$ cat src/hdl/odt_cfg_regs.vh
// register offsets, field positions, reset values for the odt and pattern readout slice
`ifndef ODT_CFG_REGS_VH
`define ODT_CFG_REGS_VH
`define OFF_MODE_REG_THREE      12'h000
`define OFF_TERM_RANK_CONFIG    12'h004
`define OFF_CMD_STATUS          12'h008
`define MR3_WRITE_MASK          32'h0000ffff
`define MR3_RESET               32'h00000000
`define MR3_PATTERN_EN_BIT      2
`define MR3_LOC_LSB             0
`define MR3_LOC_MSB             1
`define MR3_LOC_CALIBRATION     2'h0
`define TRC_WR_LSB              16
`define TRC_RD_LSB              0
`define TRC_RESET               32'h84210000
`define CMD_NONE                2'h0
`define CMD_WRITE               2'h1
`define CMD_READ                2'h2
`endif

$ cat src/hdl/rank_mask_select.v
// selects one four-bit termination mask out of four packed nibbles
module rank_mask_select (
  input  wire [15:0] masks,
  input  wire [1:0]  rank,
  output wire [3:0]  mask
);
  // nibble n holds the mask for rank n
  assign mask = masks[rank*4 +: 4];
endmodule

$ cat src/hdl/odt_rank_and_pattern_readout.v
// odt rank configuration and pattern readout enable, apb register slice
// Summary of operation
// - pattern readout enable bit two routes read data from pattern, else array
// - write to rank n drives odt per write mask n, lsb rank 0
// - read to rank n drives odt per read mask n, lsb rank 0
// - write masks rank 3..0 sit at bits 31-28 down to 19-16
// - read masks rank 3..0 sit at bits 15-12 down to 3-0
// - write masks reset to 8,4,2,1: only target rank terminates
// - read masks reset to zero: no termination on reads
//
// Design decisions made here: the APB slave port and the placing of the registers.
`include "odt_cfg_regs.vh"
module odt_rank_and_pattern_readout (
  input  wire        pclk,
  input  wire        presetn,
  input  wire        psel,
  input  wire        penable,
  input  wire        pwrite,
  input  wire [11:0] paddr,
  input  wire [31:0] pwdata,
  output wire        pready,
  output wire        pslverr,
  output reg  [31:0] prdata,
  input  wire        cmd_valid,
  input  wire [1:0]  cmd_kind,
  input  wire [1:0]  cmd_rank,
  output reg  [3:0]  odt,
  output reg         pattern_readout_enable,
  output reg  [1:0]  pattern_location_select,
  input  wire [31:0] array_rdata,
  input  wire [31:0] pattern_rdata,
  output reg  [31:0] read_data
);

  // limitations worth knowing:
  // - a mask write and a command in the same cycle: the command uses the old mask
  // - the location field stores any value; keeping it at 00 is up to software
  // - reserved mode bits 15-3 store as written, bits 31-16 have no storage
  // - odt holds its last pattern until the next command, it never times out

  // reset images of the two registers, sliced into fields below
  localparam [31:0] MODE_RESET_WORD = `MR3_RESET;
  localparam [31:0] TRC_RESET_WORD  = `TRC_RESET;
  localparam [31:0] MODE_KEEP_WORD  = `MR3_WRITE_MASK;
  localparam [3:0]  ODT_OFF         = 4'h0;
  localparam [31:0] READ_ZERO       = 32'h00000000;

  // register images as software reads them
  wire [31:0] mode_reg_three;
  wire [31:0] termination_rank_config;
  wire [31:0] cmd_status;
  wire [31:0] mode_write_value;

  // stored mode fields; bits 31-16 own no flops and read as zero
  reg  [12:0] mode_reserved;
  reg         mode_pattern_enable;
  reg  [1:0]  mode_location;
  reg  [12:0] next_mode_reserved;
  reg         next_mode_pattern_enable;
  reg  [1:0]  next_mode_location;

  // one nibble per target rank and command kind
  reg  [3:0]  write_term_mask_rank_zero;
  reg  [3:0]  write_term_mask_rank_one;
  reg  [3:0]  write_term_mask_rank_two;
  reg  [3:0]  write_term_mask_rank_three;
  reg  [3:0]  read_term_mask_rank_zero;
  reg  [3:0]  read_term_mask_rank_one;
  reg  [3:0]  read_term_mask_rank_two;
  reg  [3:0]  read_term_mask_rank_three;
  reg  [31:0] next_termination_rank_config;

  // read path, command tracking and odt
  reg  [31:0] next_prdata;
  reg  [31:0] next_read_data;
  reg  [3:0]  next_odt;
  reg  [1:0]  last_kind;
  reg  [1:0]  last_rank;
  reg  [1:0]  next_last_kind;
  reg  [1:0]  next_last_rank;
  wire [3:0]  wr_mask;
  wire [3:0]  rd_mask;

  // bus decode
  wire        setup_phase;
  wire        access_phase;
  wire        wr_access;
  wire        rd_setup;
  wire        hit_mode;
  wire        hit_trc;
  wire        hit_status;
  wire        addr_hit;
  wire        wr_mode;
  wire        wr_trc;

  // apb decode: zero wait state, so every access phase is also the last one
  assign setup_phase  = psel & ~penable;
  assign access_phase = psel & penable;
  assign wr_access    = access_phase & pwrite;
  assign rd_setup     = setup_phase & ~pwrite;
  assign hit_mode     = (paddr == `OFF_MODE_REG_THREE);
  assign hit_trc      = (paddr == `OFF_TERM_RANK_CONFIG);
  assign hit_status   = (paddr == `OFF_CMD_STATUS);
  assign addr_hit     = hit_mode | hit_trc | hit_status;
  assign wr_mode      = wr_access & hit_mode;
  assign wr_trc       = wr_access & hit_trc;

  // no slave stalls: pready is a constant high
  assign pready  = 1'b1;
  // unmapped addresses answer an error and neither store nor return data
  assign pslverr = access_phase & ~addr_hit;

  // reserved upper half is dropped before it reaches any flop
  assign mode_write_value = pwdata & MODE_KEEP_WORD;

  // next mode fields: a write replaces all stored bits at once
  always @* begin
    next_mode_reserved       = mode_reserved;
    next_mode_pattern_enable = mode_pattern_enable;
    next_mode_location       = mode_location;
    if (wr_mode) begin
      next_mode_reserved       = mode_write_value[15:3];
      next_mode_pattern_enable = mode_write_value[`MR3_PATTERN_EN_BIT];
      next_mode_location       = mode_write_value[`MR3_LOC_MSB:`MR3_LOC_LSB];
    end
  end

  // mode field flops
  always @(posedge pclk or negedge presetn) begin
    if (!presetn) begin
      mode_reserved       <= MODE_RESET_WORD[15:3];
      mode_pattern_enable <= MODE_RESET_WORD[`MR3_PATTERN_EN_BIT];
      mode_location       <= MODE_RESET_WORD[`MR3_LOC_MSB:`MR3_LOC_LSB];
    end else begin
      mode_reserved       <= next_mode_reserved;
      mode_pattern_enable <= next_mode_pattern_enable;
      mode_location       <= next_mode_location;
    end
  end

  // software view of the mode register; upper half always zero
  assign mode_reg_three = {16'h0000, mode_reserved, mode_pattern_enable, mode_location};

  // next mask word: a write replaces all eight masks together
  always @* begin
    next_termination_rank_config = termination_rank_config;
    if (wr_trc) begin
      next_termination_rank_config = pwdata;
    end
  end

  // write masks in the upper half, rank n at nibble n
  // reset terminates only the rank being written to
  always @(posedge pclk or negedge presetn) begin
    if (!presetn) begin
      write_term_mask_rank_zero  <= TRC_RESET_WORD[`TRC_WR_LSB + 0 +: 4];
      write_term_mask_rank_one   <= TRC_RESET_WORD[`TRC_WR_LSB + 4 +: 4];
      write_term_mask_rank_two   <= TRC_RESET_WORD[`TRC_WR_LSB + 8 +: 4];
      write_term_mask_rank_three <= TRC_RESET_WORD[`TRC_WR_LSB + 12 +: 4];
    end else begin
      write_term_mask_rank_zero  <= next_termination_rank_config[`TRC_WR_LSB + 0 +: 4];
      write_term_mask_rank_one   <= next_termination_rank_config[`TRC_WR_LSB + 4 +: 4];
      write_term_mask_rank_two   <= next_termination_rank_config[`TRC_WR_LSB + 8 +: 4];
      write_term_mask_rank_three <= next_termination_rank_config[`TRC_WR_LSB + 12 +: 4];
    end
  end

  // read masks in the lower half, rank n at nibble n
  // reset leaves every rank unterminated during reads
  always @(posedge pclk or negedge presetn) begin
    if (!presetn) begin
      read_term_mask_rank_zero  <= TRC_RESET_WORD[`TRC_RD_LSB + 0 +: 4];
      read_term_mask_rank_one   <= TRC_RESET_WORD[`TRC_RD_LSB + 4 +: 4];
      read_term_mask_rank_two   <= TRC_RESET_WORD[`TRC_RD_LSB + 8 +: 4];
      read_term_mask_rank_three <= TRC_RESET_WORD[`TRC_RD_LSB + 12 +: 4];
    end else begin
      read_term_mask_rank_zero  <= next_termination_rank_config[`TRC_RD_LSB + 0 +: 4];
      read_term_mask_rank_one   <= next_termination_rank_config[`TRC_RD_LSB + 4 +: 4];
      read_term_mask_rank_two   <= next_termination_rank_config[`TRC_RD_LSB + 8 +: 4];
      read_term_mask_rank_three <= next_termination_rank_config[`TRC_RD_LSB + 12 +: 4];
    end
  end

  // packed view; field order follows the rank numbering
  assign termination_rank_config = {write_term_mask_rank_three,
                                    write_term_mask_rank_two,
                                    write_term_mask_rank_one,
                                    write_term_mask_rank_zero,
                                    read_term_mask_rank_three,
                                    read_term_mask_rank_two,
                                    read_term_mask_rank_one,
                                    read_term_mask_rank_zero};

  // status word: last odt pattern, last rank and last command kind
  // read only; a write to it answers without error and stores nothing
  assign cmd_status = {24'h000000, odt, last_rank, last_kind};

  // read data chosen in the setup cycle and held through the access phase
  always @* begin
    next_prdata = prdata;
    if (rd_setup) begin
      case (paddr)
        `OFF_MODE_REG_THREE:   next_prdata = mode_reg_three;
        `OFF_TERM_RANK_CONFIG: next_prdata = termination_rank_config;
        `OFF_CMD_STATUS:       next_prdata = cmd_status;
        default:               next_prdata = READ_ZERO;
      endcase
    end
  end

  // prdata flop; stands until the next read setup cycle
  always @(posedge pclk or negedge presetn) begin
    if (!presetn) begin
      prdata <= READ_ZERO;
    end else begin
      prdata <= next_prdata;
    end
  end

  // registered copies of the mode fields for the sdram side;
  // one cycle behind the register, the read path below uses the stored bit
  always @(posedge pclk or negedge presetn) begin
    if (!presetn) begin
      pattern_readout_enable  <= MODE_RESET_WORD[`MR3_PATTERN_EN_BIT];
      pattern_location_select <= `MR3_LOC_CALIBRATION;
    end else begin
      pattern_readout_enable  <= mode_pattern_enable;
      pattern_location_select <= mode_location; // stored as written, not checked
    end
  end

  // array or pattern word, chosen by the stored enable bit
  always @* begin
    if (mode_pattern_enable) begin
      next_read_data = pattern_rdata;
    end else begin
      next_read_data = array_rdata;
    end
  end

  // read data flop; the same one cycle of latency for both sources
  always @(posedge pclk or negedge presetn) begin
    if (!presetn) begin
      read_data <= READ_ZERO;
    end else begin
      read_data <= next_read_data;
    end
  end

  // write masks in upper half, read masks in lower half
  rank_mask_select u_wr_sel (
    .masks (termination_rank_config[`TRC_WR_LSB +: 16]),
    .rank  (cmd_rank),
    .mask  (wr_mask)
  );
  rank_mask_select u_rd_sel (
    .masks (termination_rank_config[`TRC_RD_LSB +: 16]),
    .rank  (cmd_rank),
    .mask  (rd_mask)
  );

  // next odt: mask of the target rank for reads and writes, off for other kinds, taken when the command is issued
  always @* begin
    next_odt       = odt;
    next_last_kind = last_kind;
    next_last_rank = last_rank;
    if (cmd_valid) begin
      next_last_kind = cmd_kind;
      next_last_rank = cmd_rank;
      case (cmd_kind)
        `CMD_WRITE: next_odt = wr_mask;
        `CMD_READ:  next_odt = rd_mask;
        default:    next_odt = ODT_OFF;
      endcase
    end
  end

  // odt held between commands so a register write cannot glitch a burst
  always @(posedge pclk or negedge presetn) begin
    if (!presetn) begin
      odt <= ODT_OFF;
    end else begin
      odt <= next_odt;
    end
  end

  // last command bookkeeping for the status word
  always @(posedge pclk or negedge presetn) begin
    if (!presetn) begin
      last_kind <= `CMD_NONE;
      last_rank <= 2'h0;
    end else begin
      last_kind <= next_last_kind;
      last_rank <= next_last_rank;
    end
  end

endmodule

$ cat config.mk
export PLATFORM = sky130hd
export DESIGN_NAME = odt_rank_and_pattern_readout
export DESIGN_NICKNAME = d
export VERILOG_FILES = /design/src/hdl/rank_mask_select.v /design/src/hdl/odt_rank_and_pattern_readout.v
export VERILOG_INCLUDE_DIRS = /design/src /design/src/hdl
export SDC_FILE = /design/constraint.sdc
export NUM_CORES = 1
export LEC_CHECK = 0
export ABC_CLOCK_PERIOD_IN_PS = 1900
export BUFFER_PORTS_ARGS = -buffer_cell sky130_fd_sc_hd__buf_2
export CORE_MARGIN = 5
export CORE_UTILIZATION = 51
export CTS_BUF_LIST = sky130_fd_sc_hd__clkbuf_2 sky130_fd_sc_hd__clkbuf_4 sky130_fd_sc_hd__clkbuf_8
export CTS_CLUSTER_DIAMETER = 120
export DETAILED_ROUTE_END_ITERATION = 6
export HOLD_SLACK_MARGIN = 0.02
export PLACE_DENSITY = 0.82
export REMOVE_ABC_BUFFERS = 1
export SYNTH_ARGS = -nofsm -noshare
export SYNTH_HDL_FRONTEND = slang
export SYNTH_HIERARCHICAL = 1
export SYNTH_SLANG_ARGS = --single-unit
$ cat constraint.sdc
create_clock -name pclk -period 1.9 [get_ports pclk]
set_clock_uncertainty 0.05 [all_clocks]
set_input_delay 0.285 -clock pclk [delete_from_list [all_inputs] [get_ports pclk]]
set_output_delay 0.285 -clock pclk [all_outputs]
set_load 0.01 [all_outputs]
Word-level counts from Yosys, hierarchy flattened
Index checks and enable logic that the tools add are counted.

Bitwise gates (word level): 12. Reduce and logical (&&, ||, !) cells: 1. $mul: 0. Add/sub/neg operators: 0. Muxes and demuxes: 3. Eq/ne operators: 4. Divide/modulo/power cells: 0. Order comparisons: 0. Shifts and indexed selects: 2.

Operators with widths (count): $pmux 32 s3 (1); $mux 32 (1); $shiftx 16x5->4 (2); $eq 12x3->1 const B (1); $eq 12x4->1 const B (1); $logic_not 12->1 (1); $pmux 4 s2 (1); $and 1x1->1 (7); $not 1->1 (3); $eq 2x1->1 const B (1); $eq 2x2->1 const B (1); $or 1x1->1 (2).

Logic and storage cells: 40. Bits in latches: 0. Memories kept: 0. ROM bits: 0. Flip-flop bits (word level): 123. RAM bits: 0.

Depth between registers and ports, before layout
Word-level depth: 5. Gate-level depth with buffers: 7. Gate-level depth less buffers: 4.

By module
Netlist, hierarchy kept.

By module, submodules not included: odt_rank_and_pattern_readout (cells each 329, times used 1, area each 4928.5 um^2); rank_mask_select (cells each 4, times used 2, area each 105.1 um^2).

Worst setup path before layout
OpenSTA, ideal clock, no wires.

Kind: input-to-reg. Start: input paddr[9]. End: register mode_reserved[10]. Stages: 5. Buffers on the path: 2. Arrival: 1.919 ns. Setup slack: -0.194 ns. Data required time: 1.725 ns. Cells stage by stage: or4_4 > buf_6 > nor4_4 > buf_6 > mux2_4.

Cells in the longest elaborated chain, start to end: 2.

Ends and longest elaborated chain: start: declaration (RTL line odt_rank_and_pattern_readout.v:19) `input wire [11:0] paddr,`; $logic_not 12->1; $and 1x1->1 (RTL line odt_rank_and_pattern_readout.v:105) `assign wr_mode = wr_access & hit_mode;`; end signal: assignment (RTL line odt_rank_and_pattern_readout.v:131) `mode_reserved <= MODE_RESET_WORD[15:3];`; end signal: assignment (RTL line odt_rank_and_pattern_readout.v:135) `mode_reserved <= next_mode_reserved;`; end: declaration (RTL line odt_rank_and_pattern_readout.v:55) `reg [12:0] mode_reserved;`.

No other way between the ends. A chain may end at the register's enable or synchronous reset.

Worst setup path after layout
Start: input paddr[9]. End: output pslverr.

Cells in the longest elaborated chain, start to end: 5.

Ends and longest elaborated chain: $eq 12x3->1 / $logic_not 12->1 (equally long branches); $or 1x1->1 (RTL line odt_rank_and_pattern_readout.v:104) `assign addr_hit = hit_mode | hit_trc | hit_status;`; $or 1x1->1 * (RTL line odt_rank_and_pattern_readout.v:104); $not 1->1 * (RTL line odt_rank_and_pattern_readout.v:111) `assign pslverr = access_phase & ~addr_hit;`; $and 1x1->1 * (RTL line odt_rank_and_pattern_readout.v:111); end: declaration (RTL line odt_rank_and_pattern_readout.v:22) `output wire pslverr,`.

Every way passes the cells marked *; elsewhere a longest branch is shown, timed or not.

==> results.py <==
metrics = {
    "status": {
        "run_status": "finished clean",
    },
    "synthesis": {
        "synth_mux_area_share_pct": 23.8,
        "netlist.area_leader.share_pct": 57.9,
        "fraction_of_the_mapped_netlist_area_in_compound_gates_pct": 8.13,
        "post_synth_fa_ha_maj_area_fraction_pct": 0.487,
        "synth_warnings": 6,
        "parity_gate_share_of_the_synthesized_area_counting_xor_and_xnor_cells_pct": 0,
        "synth.distinct_cells": 36,
        "synth.avg_cell_area_um2": 15.2,
        "area_contributors_post_synth": "dfrtp_1 (58%), mux2_2 (16%), mux4_1 (4.1%)",
        "top_cell_type_by_total_area_after_synthesis": "dfrtp_1",
        "seq_area_frac_synth_pct": 60.0,
        "syn-instance-count": 337,
        "synthSimpleGateAreaFrac_pct": 4.97,
        "dominant_combinational_cell_family_by_area_after_synthesis": "multiplexers",
        "syn_area_um2": 5140,
        "synth-seq-cells": 123,
    },
    "worst_setup_path": {
        "worstPathMaxFanout": 4,
        "crit_path_start_kind": "primary input",
        "worst_setup_path_end_kind": "primary output",
        "delay_of_the_slowest_cell_on_the_worst_path_ns": 0.58,
        "worst-path-buf-inv": 3,
        "critPathSlowestCell": "or4_4",
        "critical-path-top-cell-by-count": "buf_2",
        "critical_path_class": "primary input to primary output",
        "cp_top_family": "simple AND/OR/NAND/NOR gates",
        "cp.arrival_ns": 1.46,
        "crit_chain": "buf_2 > or4_4 > buf_4 > nor2_1 > a21oi_1 > buf_2",
        "critical_path_required_ns": 1.56,
    },
    "grt": {
        "grt_pass1_vias": 4161,
        "global_route_wire_length_before_repair_mm": 21.7,
        "maximum_number_of_pins_on_one_net_before_global_route_repair": 66,
        "grt_util_all_layers_pct": 24.0,
        "grt_antenna_before_repair": 1,
        "gr-total-overflow": 0,
    },
    "cts": {
        "cts_inserted_buffers": 17,
        "cts_buffer_depth": 2,
        "root_buffer": "clkbuf_8",
        "post_cts_buffers": 0,
        "worstSkewPairLatency_ns": 0.42,
        "tritoncts": "yes",
        "tritoncts_num_sinks": 123,
        "cts.clk_slew.worst_paths_ns": 0.08,
        "cts_max_level": 4,
    },
    "power_and_ir_drop": {
        "clock_power_share_pct": 45.8,
        "sequential_group_share_of_total_power_pct": 46.6,
        "switching_share_pct": 23.6,
        "leakagePower_nw": 3.66,
        "power_report.internal_total_w": 0.00438,
        "switchingPower_w": 0.00135,
        "power.density_nw_per_um2": 804,
        "power.total_w": 0.00574,
        "power.ir.vdd_worst_uv": 546,
        "combinationalPowerShare_pct": 7.5,
    },
    "timing": {
        "grt_setup_unrepaired": "no",
        "fin_crit_sh_pct": 94.4,
        "drv_slew": 0,
        "timing.fmax_mhz": 558,
        "whs_ns": 0.0482,
        "timing.final.crit_period_ns": 1.79,
        "final_setup_violation_count": 0,
        "timing.final.hold_violations": 0,
    },
    "detailed_routing": {
        "drtAntennaViolNets": 0,
        "viasPerCell": 5.31,
        "dr_iter_0_viols": 164,
        "routed_wl_mm": 14.0,
        "drt_drc_violations_left": 0,
        "drt_first_pass_iters": 5,
        "vias": 3842,
        "wl_per_cell_um": 19.3,
    },
    "die": {
        "core_um2": 9820,
        "floorplan.die_area_um2": 12200,
        "initial_core_util_pct": 52.3,
        "die_y_um": 110,
        "top_level_i_o_count": 191,
        "fp-row-count": 36,
        "die_x_um": 110,
    },
    "layout": {
        "final_layout_size_suffix_gt1_share_pct": 57.2,
        "area_growth_pct": 38.9,
        "ant_cells": 0,
        "instances_no_fill": 724,
        "nets": 698,
        "fillCellCount": 704,
    },
    "hold_path": {
        "hp-class": "primary input to flop",
    },
    "placed_design": {
        "placed_cells_incl_taps": 660,
        "place.detailed.hpwl_mm": 9.88,
        "count_of_input_and_output_buffers": 189,
        "place_congestion": 0.861,
    },
    "flow_run": {
        "max_cap_viol": 0,
    },
}
[cells in the mapped netlist (all sizes together)]
| cell | number |
|---|---|
| a22oi | 14 |
| nand2b | 1 |
| a221o | 8 |
| a22o | 16 |
| and3 | 1 |
| or3b | 1 |
| nor2 | 5 |
| inv | 6 |
| mux4 | 8 |
| mux2i | 3 |
| and2 | 8 |
| a211oi | 1 |
| a21oi | 4 |
| or4b | 1 |
| clkbuf | 10 |
| conb | 1 |
| nand2 | 5 |
| nor3 | 1 |
| or4 | 3 |
| nor4 | 5 |
| dfstp | 4 |
| nor2b | 1 |
| dfrtp | 119 |
| buf | 10 |
| mux2 | 84 |
| nand3 | 2 |
| nor4b | 1 |
| o22ai | 4 |
| o21ai | 8 |
| ha | 2 |
[routing by layer]
metal  track usage [%]  up-vias  wire (µm)
li1                  -     1742          -
met5                 0        -         16
met3              8.15       16       1240
met2              41.0      172       7220
met4              6.95        2        177
met1              29.0     1910       5300
[area by class of cell]
class	count	area (µm²)	area share, %
multi-input combinational	188	1930	27.1
inverter	6	22.5	0.316
timing repair buffer	242	1480	20.7
tap	133	166	2.33
clock inverter	14	205	2.88
sequential	123	3080	43.2
clock buffer	18	248	3.47
[worst paths after layout]
kind	from	end	slack (ns)	cells past startpoint
min	array_rdata[4]	read_data[4]	0.05	2
min in group asynchronous	presetn	last_kind[1]	0.36	3
max	paddr[9]	pslverr	0.11	6
max in group asynchronous	presetn	write_term_mask_rank_two[2]	1.09	3
min reg2reg	mode_location[1]	pattern_location_select[1]	0.36	0
max reg2reg	mode_pattern_enable	read_data[10]	0.11	3
[power by group through the flow]
stage | sequential, W | clock [W] | combinational, W
floorplan | 0.00274 | 0 | 0.0000804
global placement | 0.00272 | 0 | 0.000368
detailed placement | 0.00273 | 0 | 0.000380
CTS | 0.00268 | 0.00268 | 0.000433
global route | 0.00268 | 0.00280 | 0.000475
finish | 0.00268 | 0.00263 | 0.000432
[state kept, by name, summed over array words and instances (netlist names), 2 cells and up]
name	flops
prdata	32
read_data	32
last_kind	2
read_term_mask_rank_two	4
odt	4
read_term_mask_rank_zero	4
write_term_mask_rank_three	4
read_term_mask_rank_three	4
mode_reserved	13
write_term_mask_rank_two	4
read_term_mask_rank_one	4
pattern_location_select	2
write_term_mask_rank_zero	4
mode_location	2
last_rank	2
write_term_mask_rank_one	4
[layout by cell type (no fill, tap or decap), types with 8 or more instances in the layout]
master,count
dlygate4sd3_1,32
a22o_1,16
a22oi_1,14
buf_4,17
o21ai_0,8
dfrtp_1,119
clkbuf_8,18
a221o_1,8
buf_2,188
mux2_2,73
mux2_4,10
mux4_1,8
[logic make-up after synthesis]
kind of cell	Yosys count
fa+ha+maj	2
compound gates	55
flops	123
mux	95
simple gates	35
buf+inv	26
other cells	1
[through the flow]
stage               area, µm²  worst slack, ns  utilization, %  setup TNS, ns
floorplan                5030           -0.912               -         -38.68
global placement         6360           -0.122            64.8          -4.76
detailed placement       6360           -0.154            64.8          -7.52
CTS                      7130           0.0506            72.6              0
global route             7140           0.0603            72.7              0
finish                   7140            0.107            72.7              0
[what timing repair did]
item / in CTS / in global routing
gates resized for setup: 0 / 1
setup endpoints to repair: 0 / 6
hold buffers: 32 / 0
hold endpoints to repair: 142 / 0
Power figures use the tool's default switching activity.
